File: config.mk
export PLATFORM = sky130hd
export DESIGN_NAME = psfs_top
export DESIGN_NICKNAME = d
export VERILOG_FILES = /design/src/pkg/psfs_pkg.sv /design/src/hw/psfs_min_pulse.sv /design/src/hw/psfs_top.sv
export SDC_FILE = /design/constraint.sdc
export NUM_CORES = 1
export LEC_CHECK = 0
export BUFFER_PORTS_ARGS = -buffer_cell sky130_fd_sc_hd__buf_4
export CAP_MARGIN = 20
export CORE_MARGIN = 3
export CORE_UTILIZATION = 65
export DETAILED_ROUTE_END_ITERATION = 6
export PLACE_DENSITY = 0.86
export SETUP_SLACK_MARGIN = 0.05
export SLEW_MARGIN = 10
export SYNTH_ARGS = -nofsm -noshare
export SYNTH_HDL_FRONTEND = slang
export SYNTH_SLANG_ARGS = --single-unit
File: constraint.sdc
create_clock -name mclk -period 12.08 [get_ports mclk]
set_input_delay 1.812 -clock mclk [delete_from_list [all_inputs] [get_ports mclk]]
set_output_delay 1.812 -clock mclk [all_outputs]
set_load 0.05 [all_outputs]
File: src/pkg/psfs_pkg.sv
`default_nettype none
// ====================
// Shared constants and types for the power stage supervision block.
// ====================
package psfs_pkg;

    localparam int NCH = 2;

    // ======================================================================
    // Register byte offsets on the AHB-Lite port.
    // ======================================================================
    localparam logic [7:0] OFF_CTRL     = 8'h00;
    localparam logic [7:0] OFF_PWM_MODE = 8'h04;
    localparam logic [7:0] OFF_MIN_W    = 8'h08;
    localparam logic [7:0] OFF_STS_VOUT = 8'h0c;
    localparam logic [7:0] OFF_STS_IOUT = 8'h10;
    localparam logic [7:0] OFF_PAD      = 8'h14;
    localparam logic [7:0] OFF_SLOPE    = 8'h18;
    localparam logic [7:0] OFF_ZERO     = 8'h1c;
    localparam logic [7:0] OFF_TEMP     = 8'h20;
    localparam logic [7:0] OFF_RESET    = 8'h24;
    localparam logic [7:0] OFF_IRQ_STS  = 8'h28;
    localparam logic [7:0] OFF_IRQ_MASK = 8'h2c;
    localparam logic [7:0] OFF_RAIL     = 8'h30;

    // ======================================================================
    // Field positions.
    // ======================================================================
    localparam int CTRL_VDR_SEL  = 2;  // Gate-drive monitor replaces bus UV.
    localparam int MODE_UV_EN    = 0;  // Per-channel field bit: UV detect.
    localparam int MODE_MIN_EN   = 1;  // Per-channel field bit: min pulse.
    localparam int MODE_STRIDE   = 2;  // Bits per channel in mode register.
    localparam int VOUT_OV_BIT   = 7;
    localparam int VOUT_UV_BIT   = 4;
    localparam int IOUT_FLT_BIT  = 3;
    localparam int VOUT_STRIDE   = 8;  // Bits per channel in status words.
    localparam int PAD_READY_LSB = 14; // Channel 0 ready, channel 1 above.
    localparam int TEMP_FRAC     = 8;  // Slope coefficient is Q8.8.

    // ======================================================================
    // Values after reset.
    // ======================================================================
    localparam logic [3:0]  RST_PWM_MODE = 4'ha;     // 2'b10 per channel.
    localparam logic [15:0] RST_SLOPE    = 16'h0020; // 1/8 degree per mV.
    localparam logic [15:0] RST_ZERO     = 16'h0258; // 600 mV at 0 degrees.
    localparam logic [7:0]  RST_MIN_W    = 8'h04;

    // ======================================================================
    // Timing: remote-sense test settle time before the lines are judged.
    // ======================================================================
    localparam int CLK_PERIOD_NS   = 50;
    localparam int SENSE_SETTLE_NS = 10000;
    localparam int SENSE_SETTLE_CYC =
        (SENSE_SETTLE_NS + CLK_PERIOD_NS - 1) / CLK_PERIOD_NS;

    // Remote-sense test sequencer states.
    typedef enum logic [1:0] {
        PSFS_SETTLE = 2'b00,
        PSFS_CHECK  = 2'b01,
        PSFS_DONE   = 2'b10
    } psfs_test_t;

    // Per-channel pin levels from the stage side and the output monitors.
    typedef struct packed {
        logic stage_fault;  // Fault level decoded from the shared bus.
        logic stage_uv;     // Stage UV level decoded from the shared bus.
        logic vout_ov;      // Genuine output overvoltage comparator.
        logic vout_uv;      // Genuine output undervoltage comparator.
        logic sense_open;   // Positive remote-sense line found open.
    } psfs_chan_pins_t;

    // Sticky interrupt events.
    typedef struct packed {
        logic       sense_open;
        logic [1:0] stage_fault;
        logic [1:0] vout_uv;
        logic [1:0] vout_ov;
    } psfs_evt_t;

endpackage : psfs_pkg
`default_nettype wire

File: src/hw/psfs_min_pulse.sv
`timescale 1ns/100ps
`default_nettype none
// ====================
// Three-state PWM driver with optional minimum high-pulse stretching.
// ====================
module psfs_min_pulse #(
    parameter int CW = 8
) (
    input  wire logic          mclk,
    input  wire logic          reset_n,
    input  wire logic          pwm_req,
    input  wire logic          active,
    input  wire logic          min_en,
    input  wire logic [CW-1:0] min_cyc,
    output logic               pwm_o,
    output logic               pwm_oe_n
);

    logic          hi_r;
    logic          hi_nxt;
    logic          drv_r;
    logic          drv_nxt;
    logic [CW-1:0] cnt_r;
    logic [CW-1:0] cnt_nxt;

    // ====================
    // Pulse stretching.
    // ====================
    // An inactive channel parks at mid-level at once; shutdown must never
    // wait for a stretched pulse to finish.
    always_comb begin
        hi_nxt  = 1'b0;
        drv_nxt = active;
        cnt_nxt = '0;
        if (active) begin
            if (hi_r && cnt_r != '0) begin
                hi_nxt  = 1'b1;
                cnt_nxt = cnt_r - 1'b1;
            end else if (pwm_req && !hi_r) begin
                hi_nxt = 1'b1;
                if (min_en && min_cyc > 1) begin
                    cnt_nxt = min_cyc - 1'b1;
                end
            end else begin
                hi_nxt = pwm_req;
            end
        end
    end

    // Registers only.
    always_ff @(posedge mclk) begin
        if (!reset_n) begin
            hi_r  <= 1'b0;
            drv_r <= 1'b0;
            cnt_r <= '0;
        end else begin
            hi_r  <= hi_nxt;
            drv_r <= drv_nxt;
            cnt_r <= cnt_nxt;
        end
    end

    // High, low or mid-level off toward the stage.
    assign pwm_o    = hi_r;
    assign pwm_oe_n = ~drv_r;

endmodule : psfs_min_pulse
`default_nettype wire

File: src/hw/psfs_top.sv
`timescale 1ns/100ps
`default_nettype none
// ====================
// Power stage fault supervision, status bits, temperature and PWM drive.
// ====================
// How it works
// - Stage fault sets OV, current bit, drops ready.
// - Stage UV sets OV only while running.
// - UV detection only when mode bit 0 set.
// - Ready flags low during enabled UV detection.
// - OV conditions except open: immediate off, no retry.
// - Test remote-sense lines at every reset.
// - Open sense: all off, OV and UV, not ready.
// - Open latched until retest after full reset.
// - Stage event during output UV sets both bits.
// - Current bit and ready flags follow live state.
// - Mode bit 1 enforces minimum PWM pulse width.
// - Bus voltage converted to temperature, slope, offset.
// - Each PWM output drives high, low or mid.
module psfs_top #(
    parameter int          NCH = psfs_pkg::NCH,
    parameter int          MW  = 8,
    parameter int unsigned SETTLE_CYC = psfs_pkg::SENSE_SETTLE_CYC
) (
    input  wire logic                              mclk,
    input  wire logic                              reset_n,
    input  wire logic                              hsel,
    input  wire logic [31:0]                       haddr,
    input  wire logic [1:0]                        htrans,
    input  wire logic                              hwrite,
    input  wire logic [2:0]                        hsize,
    input  wire logic [31:0]                       hwdata,
    input  wire logic                              hready,
    output logic      [31:0]                       hrdata,
    output logic                                   hreadyout,
    output logic                                   hresp,
    input  wire psfs_pkg::psfs_chan_pins_t [NCH-1:0] chan_pins,
    input  wire logic                              gate_drive_supply_monitor,
    input  wire logic                              adc_valid,
    input  wire logic                              adc_chan,
    input  wire logic [11:0]                       adc_mv,
    input  wire logic [NCH-1:0]                    pwm_req,
    output logic      [NCH-1:0]                    pwm_o,
    output logic      [NCH-1:0]                    pwm_oe_n,
    output logic      [NCH-1:0]                    rail_on,
    output logic                                   irq
);

    localparam int PW = $bits(psfs_pkg::psfs_chan_pins_t) * NCH + 1;
    localparam int EW = $bits(psfs_pkg::psfs_evt_t);

    // ====================
    // Pin synchronisers.
    // ====================
    logic [PW-1:0]                     pin_meta_r;
    logic [PW-1:0]                     pin_sync_r;
    psfs_pkg::psfs_chan_pins_t [NCH-1:0] pin_s;
    logic                              gd_uv;

    // Two flops before anything reads the stage and monitor levels.
    always_ff @(posedge mclk) begin
        if (!reset_n) begin
            pin_meta_r <= '0;
            pin_sync_r <= '0;
        end else begin
            pin_meta_r <= {gate_drive_supply_monitor, chan_pins};
            pin_sync_r <= pin_meta_r;
        end
    end

    assign pin_s = pin_sync_r[PW-2:0];
    assign gd_uv = pin_sync_r[PW-1];

    // ====================
    // AHB-Lite address phase capture.
    // ====================
    logic       wr_pend_r;
    logic [7:0] wr_addr_r;
    logic       addr_ok;

    // Zero-wait slave: every transfer completes with OKAY.
    assign hreadyout = 1'b1;
    assign hresp     = 1'b0;
    assign addr_ok   = hsel && htrans[1] && hready;

    always_ff @(posedge mclk) begin
        if (!reset_n) begin
            wr_pend_r <= 1'b0;
            wr_addr_r <= '0;
        end else begin
            wr_pend_r <= addr_ok && hwrite;
            wr_addr_r <= haddr[7:0];
        end
    end

    // ====================
    // Remote-sense test sequencer.
    // ====================
    psfs_pkg::psfs_test_t test_r;
    psfs_pkg::psfs_test_t test_nxt;
    logic [15:0]          tcnt_r;
    logic [15:0]          tcnt_nxt;
    logic                 open_r;
    logic                 open_nxt;
    logic                 full_rst;
    logic                 any_open;

    assign full_rst = wr_pend_r && wr_addr_r == psfs_pkg::OFF_RESET;

    always_comb begin
        any_open = 1'b0;
        for (int c = 0; c < NCH; c++) begin
            any_open = any_open | pin_s[c].sense_open;
        end
    end

    // A commanded full reset reruns the test; apart from reset, nothing else clears an open.
    always_comb begin
        test_nxt = test_r;
        tcnt_nxt = tcnt_r;
        open_nxt = open_r;
        if (full_rst) begin
            test_nxt = psfs_pkg::PSFS_SETTLE;
            tcnt_nxt = '0;
            open_nxt = 1'b0;
        end else begin
            case (test_r)
                psfs_pkg::PSFS_SETTLE: begin
                    tcnt_nxt = tcnt_r + 1'b1;
                    if (tcnt_r >= 16'(SETTLE_CYC - 1)) begin
                        test_nxt = psfs_pkg::PSFS_CHECK;
                    end
                end
                psfs_pkg::PSFS_CHECK: begin
                    open_nxt = any_open;
                    test_nxt = psfs_pkg::PSFS_DONE;
                end
                psfs_pkg::PSFS_DONE: begin
                    test_nxt = psfs_pkg::PSFS_DONE;
                end
                default: begin
                    test_nxt = psfs_pkg::PSFS_SETTLE;
                end
            endcase
        end
    end

    // Reset always starts a fresh test of both lines.
    always_ff @(posedge mclk) begin
        if (!reset_n) begin
            test_r <= psfs_pkg::PSFS_SETTLE;
            tcnt_r <= '0;
            open_r <= 1'b0;
        end else begin
            test_r <= test_nxt;
            tcnt_r <= tcnt_nxt;
            open_r <= open_nxt;
        end
    end

    // ====================
    // Control, status and interrupt registers.
    // ====================
    logic [NCH-1:0]    run_r,    run_nxt;
    logic              vdr_r,    vdr_nxt;
    logic [3:0]        mode_r,   mode_nxt;
    logic [MW-1:0]     minw_r,   minw_nxt;
    logic [15:0]       slope_r,  slope_nxt;
    logic [15:0]       zero_r,   zero_nxt;
    logic [15:0]       vout_r,   vout_nxt;
    logic [NCH-1:0]    trip_r,   trip_nxt;
    logic [EW-1:0]     ists_r,   ists_nxt;
    logic [EW-1:0]     imask_r,  imask_nxt;
    logic [NCH-1:0]    uv_det;
    logic [NCH-1:0]    ready;
    logic [NCH-1:0]    ov_cond;
    logic [NCH-1:0]    uv_cond;
    logic [NCH-1:0]    on_nxt;
    psfs_pkg::psfs_evt_t evt;
    logic              wr_ctrl;

    assign wr_ctrl = wr_pend_r && !full_rst;

    // Live per-channel conditions.
    always_comb begin
        evt = '0;
        for (int c = 0; c < NCH; c++) begin
            // Bus UV or the shared gate-drive monitor, only when enabled.
            uv_det[c] = mode_r[c*psfs_pkg::MODE_STRIDE
                               + psfs_pkg::MODE_UV_EN]
                        && (vdr_r ? gd_uv : pin_s[c].stage_uv);
            ov_cond[c] = pin_s[c].vout_ov
                       || pin_s[c].stage_fault
                       || (uv_det[c] && run_r[c]);
            uv_cond[c] = pin_s[c].vout_uv;
            ready[c]   = !(uv_det[c] || pin_s[c].stage_fault
                         || pin_s[c].vout_ov || pin_s[c].vout_uv
                         || open_r);
            on_nxt[c]  = run_r[c] && !trip_r[c] && !open_r
                       && test_r == psfs_pkg::PSFS_DONE;
            evt.vout_ov[c]     = ov_cond[c] || open_r;
            evt.vout_uv[c]     = uv_cond[c] || open_r;
            evt.stage_fault[c] = pin_s[c].stage_fault;
        end
        evt.sense_open = open_r;
    end

    // Register writes; hardware sets beat software clears in one cycle.
    always_comb begin
        run_nxt   = run_r;
        vdr_nxt   = vdr_r;
        mode_nxt  = mode_r;
        minw_nxt  = minw_r;
        slope_nxt = slope_r;
        zero_nxt  = zero_r;
        vout_nxt  = vout_r;
        ists_nxt  = ists_r;
        imask_nxt = imask_r;
        if (wr_ctrl) begin
            case (wr_addr_r)
                psfs_pkg::OFF_CTRL: begin
                    run_nxt = hwdata[NCH-1:0];
                    vdr_nxt = hwdata[psfs_pkg::CTRL_VDR_SEL];
                end
                psfs_pkg::OFF_PWM_MODE: mode_nxt  = hwdata[3:0];
                psfs_pkg::OFF_MIN_W:    minw_nxt  = hwdata[MW-1:0];
                psfs_pkg::OFF_SLOPE:    slope_nxt = hwdata[15:0];
                psfs_pkg::OFF_ZERO:     zero_nxt  = hwdata[15:0];
                psfs_pkg::OFF_STS_VOUT: vout_nxt  = vout_r & ~hwdata[15:0];
                psfs_pkg::OFF_IRQ_STS:  ists_nxt  = ists_r & ~hwdata[EW-1:0];
                psfs_pkg::OFF_IRQ_MASK: imask_nxt = hwdata[EW-1:0];
                default: begin
                end
            endcase
        end
        // A full reset wipes fault history; configuration is kept.
        if (full_rst) begin
            vout_nxt = '0;
            ists_nxt = '0;
        end
        for (int c = 0; c < NCH; c++) begin
            // Both bits may end up set together: rule of accumulation.
            if (evt.vout_ov[c]) begin
                vout_nxt[c*psfs_pkg::VOUT_STRIDE
                         + psfs_pkg::VOUT_OV_BIT] = 1'b1;
            end
            if (evt.vout_uv[c]) begin
                vout_nxt[c*psfs_pkg::VOUT_STRIDE
                         + psfs_pkg::VOUT_UV_BIT] = 1'b1;
            end
            // Latched off with no retry until software drops the run bit or commands a full reset.
            trip_nxt[c] = run_nxt[c] && !full_rst
                          && (trip_r[c] || ov_cond[c]);
        end
        ists_nxt = ists_nxt | evt;
    end

    always_ff @(posedge mclk) begin
        if (!reset_n) begin
            run_r   <= '0;
            vdr_r   <= 1'b0;
            mode_r  <= psfs_pkg::RST_PWM_MODE;
            minw_r  <= MW'(psfs_pkg::RST_MIN_W);
            slope_r <= psfs_pkg::RST_SLOPE;
            zero_r  <= psfs_pkg::RST_ZERO;
            vout_r  <= '0;
            trip_r  <= '0;
            ists_r  <= '0;
            imask_r <= '0;
            rail_on <= '0;
            irq     <= 1'b0;
        end else begin
            run_r   <= run_nxt;
            vdr_r   <= vdr_nxt;
            mode_r  <= mode_nxt;
            minw_r  <= minw_nxt;
            slope_r <= slope_nxt;
            zero_r  <= zero_nxt;
            vout_r  <= vout_nxt;
            trip_r  <= trip_nxt;
            ists_r  <= ists_nxt;
            imask_r <= imask_nxt;
            rail_on <= on_nxt;
            irq     <= |(ists_nxt & imask_nxt);
        end
    end

    // ====================
    // Temperature conversion from the monitor converter samples.
    // ====================
    logic [15:0]        temp_r [NCH];
    logic [15:0]        temp_nxt [NCH];
    logic signed [16:0] tdiff;
    logic signed [33:0] tprod;

    // Degrees = (bus mV - zero offset mV) * slope coefficient, Q8.8.
    always_comb begin
        tdiff = $signed({5'h00, adc_mv}) - $signed({1'b0, zero_r});
        tprod = tdiff * $signed({1'b0, slope_r});
        for (int c = 0; c < NCH; c++) begin
            temp_nxt[c] = temp_r[c];
            if (adc_valid && adc_chan == c[0]) begin
                temp_nxt[c] = tprod[psfs_pkg::TEMP_FRAC +: 16];
            end
        end
    end

    always_ff @(posedge mclk) begin
        for (int c = 0; c < NCH; c++) begin
            if (!reset_n) begin
                temp_r[c] <= '0;
            end else begin
                temp_r[c] <= temp_nxt[c];
            end
        end
    end

    // ====================
    // Read data, loaded during the address phase.
    // ====================
    logic [31:0] rd_nxt;
    logic [31:0] iout_w;
    logic [31:0] pad_w;

    // Current bit and ready flags are live, never latched.
    always_comb begin
        iout_w = '0;
        pad_w  = '0;
        for (int c = 0; c < NCH; c++) begin
            iout_w[c*psfs_pkg::VOUT_STRIDE + psfs_pkg::IOUT_FLT_BIT] =
                pin_s[c].stage_fault;
            pad_w[psfs_pkg::PAD_READY_LSB + c] = ready[c];
        end
    end

    always_comb begin
        rd_nxt = '0;
        case (haddr[7:0])
            psfs_pkg::OFF_CTRL:     rd_nxt = {29'h0, vdr_r, run_r};
            psfs_pkg::OFF_PWM_MODE: rd_nxt = {28'h0, mode_r};
            psfs_pkg::OFF_MIN_W:    rd_nxt = 32'(minw_r);
            psfs_pkg::OFF_STS_VOUT: rd_nxt = {16'h0, vout_r};
            psfs_pkg::OFF_STS_IOUT: rd_nxt = iout_w;
            psfs_pkg::OFF_PAD:      rd_nxt = pad_w;
            psfs_pkg::OFF_SLOPE:    rd_nxt = {16'h0, slope_r};
            psfs_pkg::OFF_ZERO:     rd_nxt = {16'h0, zero_r};
            psfs_pkg::OFF_TEMP:     rd_nxt = {temp_r[1], temp_r[0]};
            psfs_pkg::OFF_IRQ_STS:  rd_nxt = 32'(ists_r);
            psfs_pkg::OFF_IRQ_MASK: rd_nxt = 32'(imask_r);
            psfs_pkg::OFF_RAIL:     rd_nxt = {24'h0, test_r, open_r,
                                              1'b0, trip_r, rail_on};
            default:                rd_nxt = '0;
        endcase
    end

    always_ff @(posedge mclk) begin
        if (!reset_n) begin
            hrdata <= '0;
        end else if (addr_ok && !hwrite) begin
            hrdata <= rd_nxt;
        end
    end

    // ====================
    // PWM drivers, one per channel.
    // ====================
    for (genvar g = 0; g < NCH; g++) begin : g_pwm
        psfs_min_pulse #(
            .CW (MW)
        ) u_drv (
            .mclk     (mclk),
            .reset_n  (reset_n),
            .pwm_req  (pwm_req[g]),
            .active   (rail_on[g]),
            .min_en   (mode_r[g*psfs_pkg::MODE_STRIDE
                              + psfs_pkg::MODE_MIN_EN]),
            .min_cyc  (minw_r),
            .pwm_o    (pwm_o[g]),
            .pwm_oe_n (pwm_oe_n[g])
        );
    end

endmodule : psfs_top
`default_nettype wire

==> run_summary.xml <==
<?xml version="1.0" encoding="UTF-8"?>
<metrics>
  <group name="finish">
    <metric name="final_layout_size_suffix_gt1_share" unit="%">8.46</metric>
    <metric name="fin_util" unit="%">73.2</metric>
    <metric name="layout.area.seq" unit="um^2">4320</metric>
    <metric name="n_antenna_cell" unit="">0</metric>
    <metric name="layout.nets" unit="">2382</metric>
    <metric name="fillCellCount" unit="">1809</metric>
    <metric name="synthToLayoutAreaGrowth" unit="%">9.83</metric>
    <metric name="area_taken_by_multi_input_logic_gates" unit="um^2">11000</metric>
    <metric name="fin_cells" unit="">2352</metric>
    <metric name="layout.cell_area.non_filler" unit="um^2">18500</metric>
  </group>
  <group name="clocking">
    <metric name="worst_skew_pair.late_latency" unit="ns">0.52</metric>
    <metric name="cts_inserted_buffers" unit="">22</metric>
    <metric name="cts_sinks" unit="">216</metric>
    <metric name="cts_hold_buf" unit="">0</metric>
    <metric name="buffers_inserted_during_post_cts_setup_optimization" unit="">0</metric>
    <metric name="htreeDepth" unit="">1</metric>
    <metric name="cts_resized" unit="">0</metric>
    <metric name="clk_pin_slew_worst_paths" unit="ns">0.06</metric>
    <metric name="cts_root_buffer" unit="">clkbuf_16</metric>
    <metric name="cts_tree" unit="">done</metric>
    <metric name="cts.path.max_buffers" unit="">3</metric>
  </group>
  <group name="flow_run">
    <metric name="drv.max_cap_violation_count" unit="">0</metric>
  </group>
  <group name="yosys">
    <metric name="ys_async_sr_fraction" unit="%">0</metric>
    <metric name="postSynthCellCount" unit="">1964</metric>
    <metric name="postSynthAreaPerCell" unit="um^2">8.59</metric>
    <metric name="synth-seq-area-share" unit="%">25.6</metric>
    <metric name="netlist_top_cells_count" unit="">inv_1 (303), nand2_1 (264), dfxtp_1 (216)</metric>
    <metric name="synth.mux.area_fraction" unit="%">2.51</metric>
    <metric name="synth_top_family_by_area" unit="">adder cells</metric>
    <metric name="synth_most_common_cell" unit="">inv_1</metric>
    <metric name="synth-edff-count" unit="">0</metric>
    <metric name="ys_ff_latch" unit="">216</metric>
    <metric name="netlist-cell-type-count" unit="">67</metric>
    <metric name="synth_compound_gate_area_share" unit="%">10.8</metric>
    <metric name="synth_adder_area_share" unit="%">28.8</metric>
    <metric name="synth.area.top_cells" unit="">dfxtp_1 (26%), fa_1 (22%), inv_1 (6.7%), ha_1 (6.5%), nand2_1 (5.9%)</metric>
    <metric name="post_synth_instance_area" unit="um^2">16900</metric>
    <metric name="synth.net_count" unit="">2340</metric>
    <metric name="post_synth_top_area_cell" unit="">dfxtp_1</metric>
    <metric name="synth-xor-area-share" unit="%">4.23</metric>
    <metric name="yosys_warnings" unit="">0</metric>
    <metric name="synth_flop_cell" unit="">dfxtp_1</metric>
    <metric name="yosys.area_share.simple" unit="%">18.9</metric>
    <metric name="synth_top_area_share" unit="%">25.6</metric>
  </group>
  <group name="die">
    <metric name="die_extent_in_x" unit="um">167</metric>
    <metric name="chipHeight" unit="um">167</metric>
    <metric name="initial_utilization" unit="%">66.6</metric>
    <metric name="core-area" unit="um^2">25300</metric>
    <metric name="dieArea" unit="um^2">27900</metric>
    <metric name="top_level_ports" unit="">142</metric>
    <metric name="floorplan.rows" unit="">58</metric>
  </group>
  <group name="hold_path">
    <metric name="worst_hold_path_type" unit="">flop to flop</metric>
    <metric name="number_of_stages_on_the_worst_hold_path" unit="">1</metric>
    <metric name="hold_start" unit="">pin_meta_r[7]$_SDFF_PN0_</metric>
    <metric name="hold-path-endpoint" unit="">pin_sync_r[7]$_SDFF_PN0_</metric>
  </group>
  <group name="sta">
    <metric name="final-max-slew-violation-count" unit="">0</metric>
    <metric name="finClkSkew" unit="ns">0.0204</metric>
    <metric name="max_freq" unit="MHz">105</metric>
    <metric name="setup_viol_count_final" unit="">0</metric>
    <metric name="final_period_minus_worst_setup_slack" unit="ns">9.50</metric>
    <metric name="timing.setup.tns" unit="ns">0</metric>
    <metric name="slew-limit-headroom" unit="%">22.2</metric>
    <metric name="final_period_util" unit="%">78.6</metric>
    <metric name="worst_pin_slew" unit="ns">1.16</metric>
    <metric name="final-hold-violation-count" unit="">0</metric>
    <metric name="rsz0062_at_grt" unit="">no</metric>
  </group>
  <group name="global_route">
    <metric name="grt_start_max_net_pins" unit="">74</metric>
    <metric name="groute.usage.overall" unit="%">32.1</metric>
    <metric name="first_pass_grt_wire_length" unit="mm">72.8</metric>
    <metric name="antenna_found_initial" unit="">0</metric>
    <metric name="via_count_of_the_first_global_routing_pass" unit="">14400</metric>
    <metric name="grt-ovfl-total" unit="">0</metric>
  </group>
  <group name="detailed_routing">
    <metric name="iteration_0_drc_markers" unit="">1445</metric>
    <metric name="met2WireLength" unit="mm">21.0</metric>
    <metric name="routed_via_density" unit="">5.94</metric>
    <metric name="drtAntennaViolNets" unit="">0</metric>
    <metric name="top_signal_layer_used" unit="">met4</metric>
    <metric name="met1_length" unit="mm">17.4</metric>
    <metric name="drc" unit="">1</metric>
    <metric name="drtPass1Iterations" unit="">7</metric>
    <metric name="met3_length" unit="mm">4.32</metric>
    <metric name="detail_route.wl_per_cell" unit="um">19.1</metric>
    <metric name="route.vias.total" unit="">14000</metric>
    <metric name="totalWireLength" unit="mm">44.8</metric>
  </group>
  <group name="critical_path">
    <metric name="critical_path_required" unit="ns">12.42</metric>
    <metric name="setup.worst_path.class" unit="">input port to flop</metric>
    <metric name="worst_path_dominant_cell_family" unit="">adder cells</metric>
    <metric name="timing.critical_path.fanout_max" unit="">8</metric>
    <metric name="worst_setup_path_startpoint" unit="">adc_mv[0]</metric>
    <metric name="setup.reg_to_reg.worst_slack" unit="ns">3.63</metric>
    <metric name="cpPeakStageDelay" unit="ns">0.56</metric>
    <metric name="cp-end-kind" unit="">flop</metric>
    <metric name="ff2ff_path_depth" unit="">25</metric>
    <metric name="crit_top_cell" unit="">fa_1</metric>
    <metric name="timing.critical_path.from_type" unit="">input port</metric>
    <metric name="cp_num_buf_inv" unit="">4</metric>
    <metric name="critical-path-slowest-cell" unit="">o21ai_1</metric>
    <metric name="reg2reg_from" unit="">zero_r[0]$_SDFFE_PN0P_</metric>
    <metric name="critical_path_arrival" unit="ns">9.84</metric>
    <metric name="reg2reg_to" unit="">temp_r[0][15]$_SDFFE_PN0P_</metric>
  </group>
  <group name="power">
    <metric name="p_sw_share" unit="%">26.4</metric>
    <metric name="share_comb_of_total_power" unit="%">11.8</metric>
    <metric name="power-per-cell-area" unit="nW/um^2">87.7</metric>
    <metric name="p_sw" unit="uW">429</metric>
    <metric name="internal_power" unit="mW">1.20</metric>
    <metric name="p_clk_share" unit="%">42.9</metric>
    <metric name="sequentialPowerShare" unit="%">45.3</metric>
    <metric name="total_leakage_power" unit="nW">8.48</metric>
    <metric name="vdd.ir_drop.worst" unit="mV">0.104</metric>
  </group>
  <group name="placement">
    <metric name="numPlacedInstances" unit="">2308</metric>
    <metric name="placedInstanceArea" unit="um^2">17800</metric>
    <metric name="port_buffers" unit="">95</metric>
    <metric name="hpwl_dp" unit="mm">33.3</metric>
    <metric name="gp_routability_congestion" unit="">0.950</metric>
  </group>
  <group name="run_status">
    <metric name="run_status" unit="">finished with violations</metric>
    <metric name="failing_checks" unit="">DRC</metric>
  </group>
</metrics>
## per-stage QoR
step	setup WS [ns]	hold WS (ns)	power [mW]
5_1_grt	2.21	0.438	1.68
2_1_floorplan	3.29	0.412	0.866
3_5_place_dp	2.13	0.419	0.938
4_1_cts	2.56	0.432	1.63
3_3_place_gp	2.24	0.417	0.932
6_report	2.58	0.429	1.62
## layout by cell type (no fill, tap or decap), types with 24 or more instances in the layout
cell	count
xnor2_1	42
xor2_1	26
nand2_1	264
fa_1	188
nor2b_1	24
nor2_1	145
a21oi_1	99
dfxtp_1	216
and2_1	125
inv_1	302
mux2i_1	39
a22oi_1	60
ha_1	87
buf_4	114
## registers in the layout (all words and copies together), names as in the netlist, 4 cells and up
name,cells
pin_meta_r,11
wr_addr_r,8
temp_r,32
zero_r,16
mode_r,4
hrdata,32
slope_r,16
tcnt_r,16
minw_r,8
g_pwm.u_drv.cnt_r,16
vout_r,16
pin_sync_r,11
imask_r,7
ists_r,7
## how the worst max path moves through the flow
stage / to / slack [ns] / depth (start not counted)
6_report: temp_r[0][15]$_SDFFE_PN0P_ / 2.58 / 27
5_1_grt: temp_r[0][15]$_SDFFE_PN0P_ / 2.21 / 27
4_1_cts: temp_r[0][15]$_SDFFE_PN0P_ / 2.56 / 25
3_5_place_dp: temp_r[0][15]$_SDFFE_PN0P_ / 2.13 / 25
3_3_place_gp: temp_r[0][15]$_SDFFE_PN0P_ / 2.24 / 25
2_1_floorplan: temp_r[0][15]$_SDFFE_PN0P_ / 3.29 / 27
## cells by family (layout without fill, tap and decap cells)
family                   Yosys count  after routing
AO/OA/AOI/OAI                    279            279
XOR/XNOR                          75             75
adder cells (fa/ha/maj)          275            275
buffers and inverters            402            460
flip-flops                       216            216
multiplexers                      42             42
other                              2              2
AND/OR/NAND/NOR                  673            673
## power groups by stage
stage / Combinational [mW] / Sequential, mW / Clock, mW
after floorplan: 0.119 / 0.747 / 0
after global placement: 0.182 / 0.750 / 0
after detailed placement: 0.188 / 0.751 / 0
after CTS: 0.189 / 0.735 / 0.702
after global routing: 0.212 / 0.736 / 0.728
final: 0.192 / 0.735 / 0.697
## final cells by class
cell class	count	share of cell area (%)
Clock inverter	12	0.750
Sequential cell	216	23.3
Timing Repair Buffer	117	4.77
Tap cell	330	2.23
Inverter	303	6.14
Multi-Input combinational cell	1346	59.5
Clock buffer	28	3.25
## metal layers
| layer | global-route usage, % | vias to the layer above |
|---|---|---|
| li1 | - | 6313 |
| met1 | 42.5 | 6781 |
| met2 | 51.7 | 724 |
| met3 | 6.61 | 156 |
| met4 | 13.7 | 0 |
| met5 | 0 | - |
(Power assumes the default switching activity.)
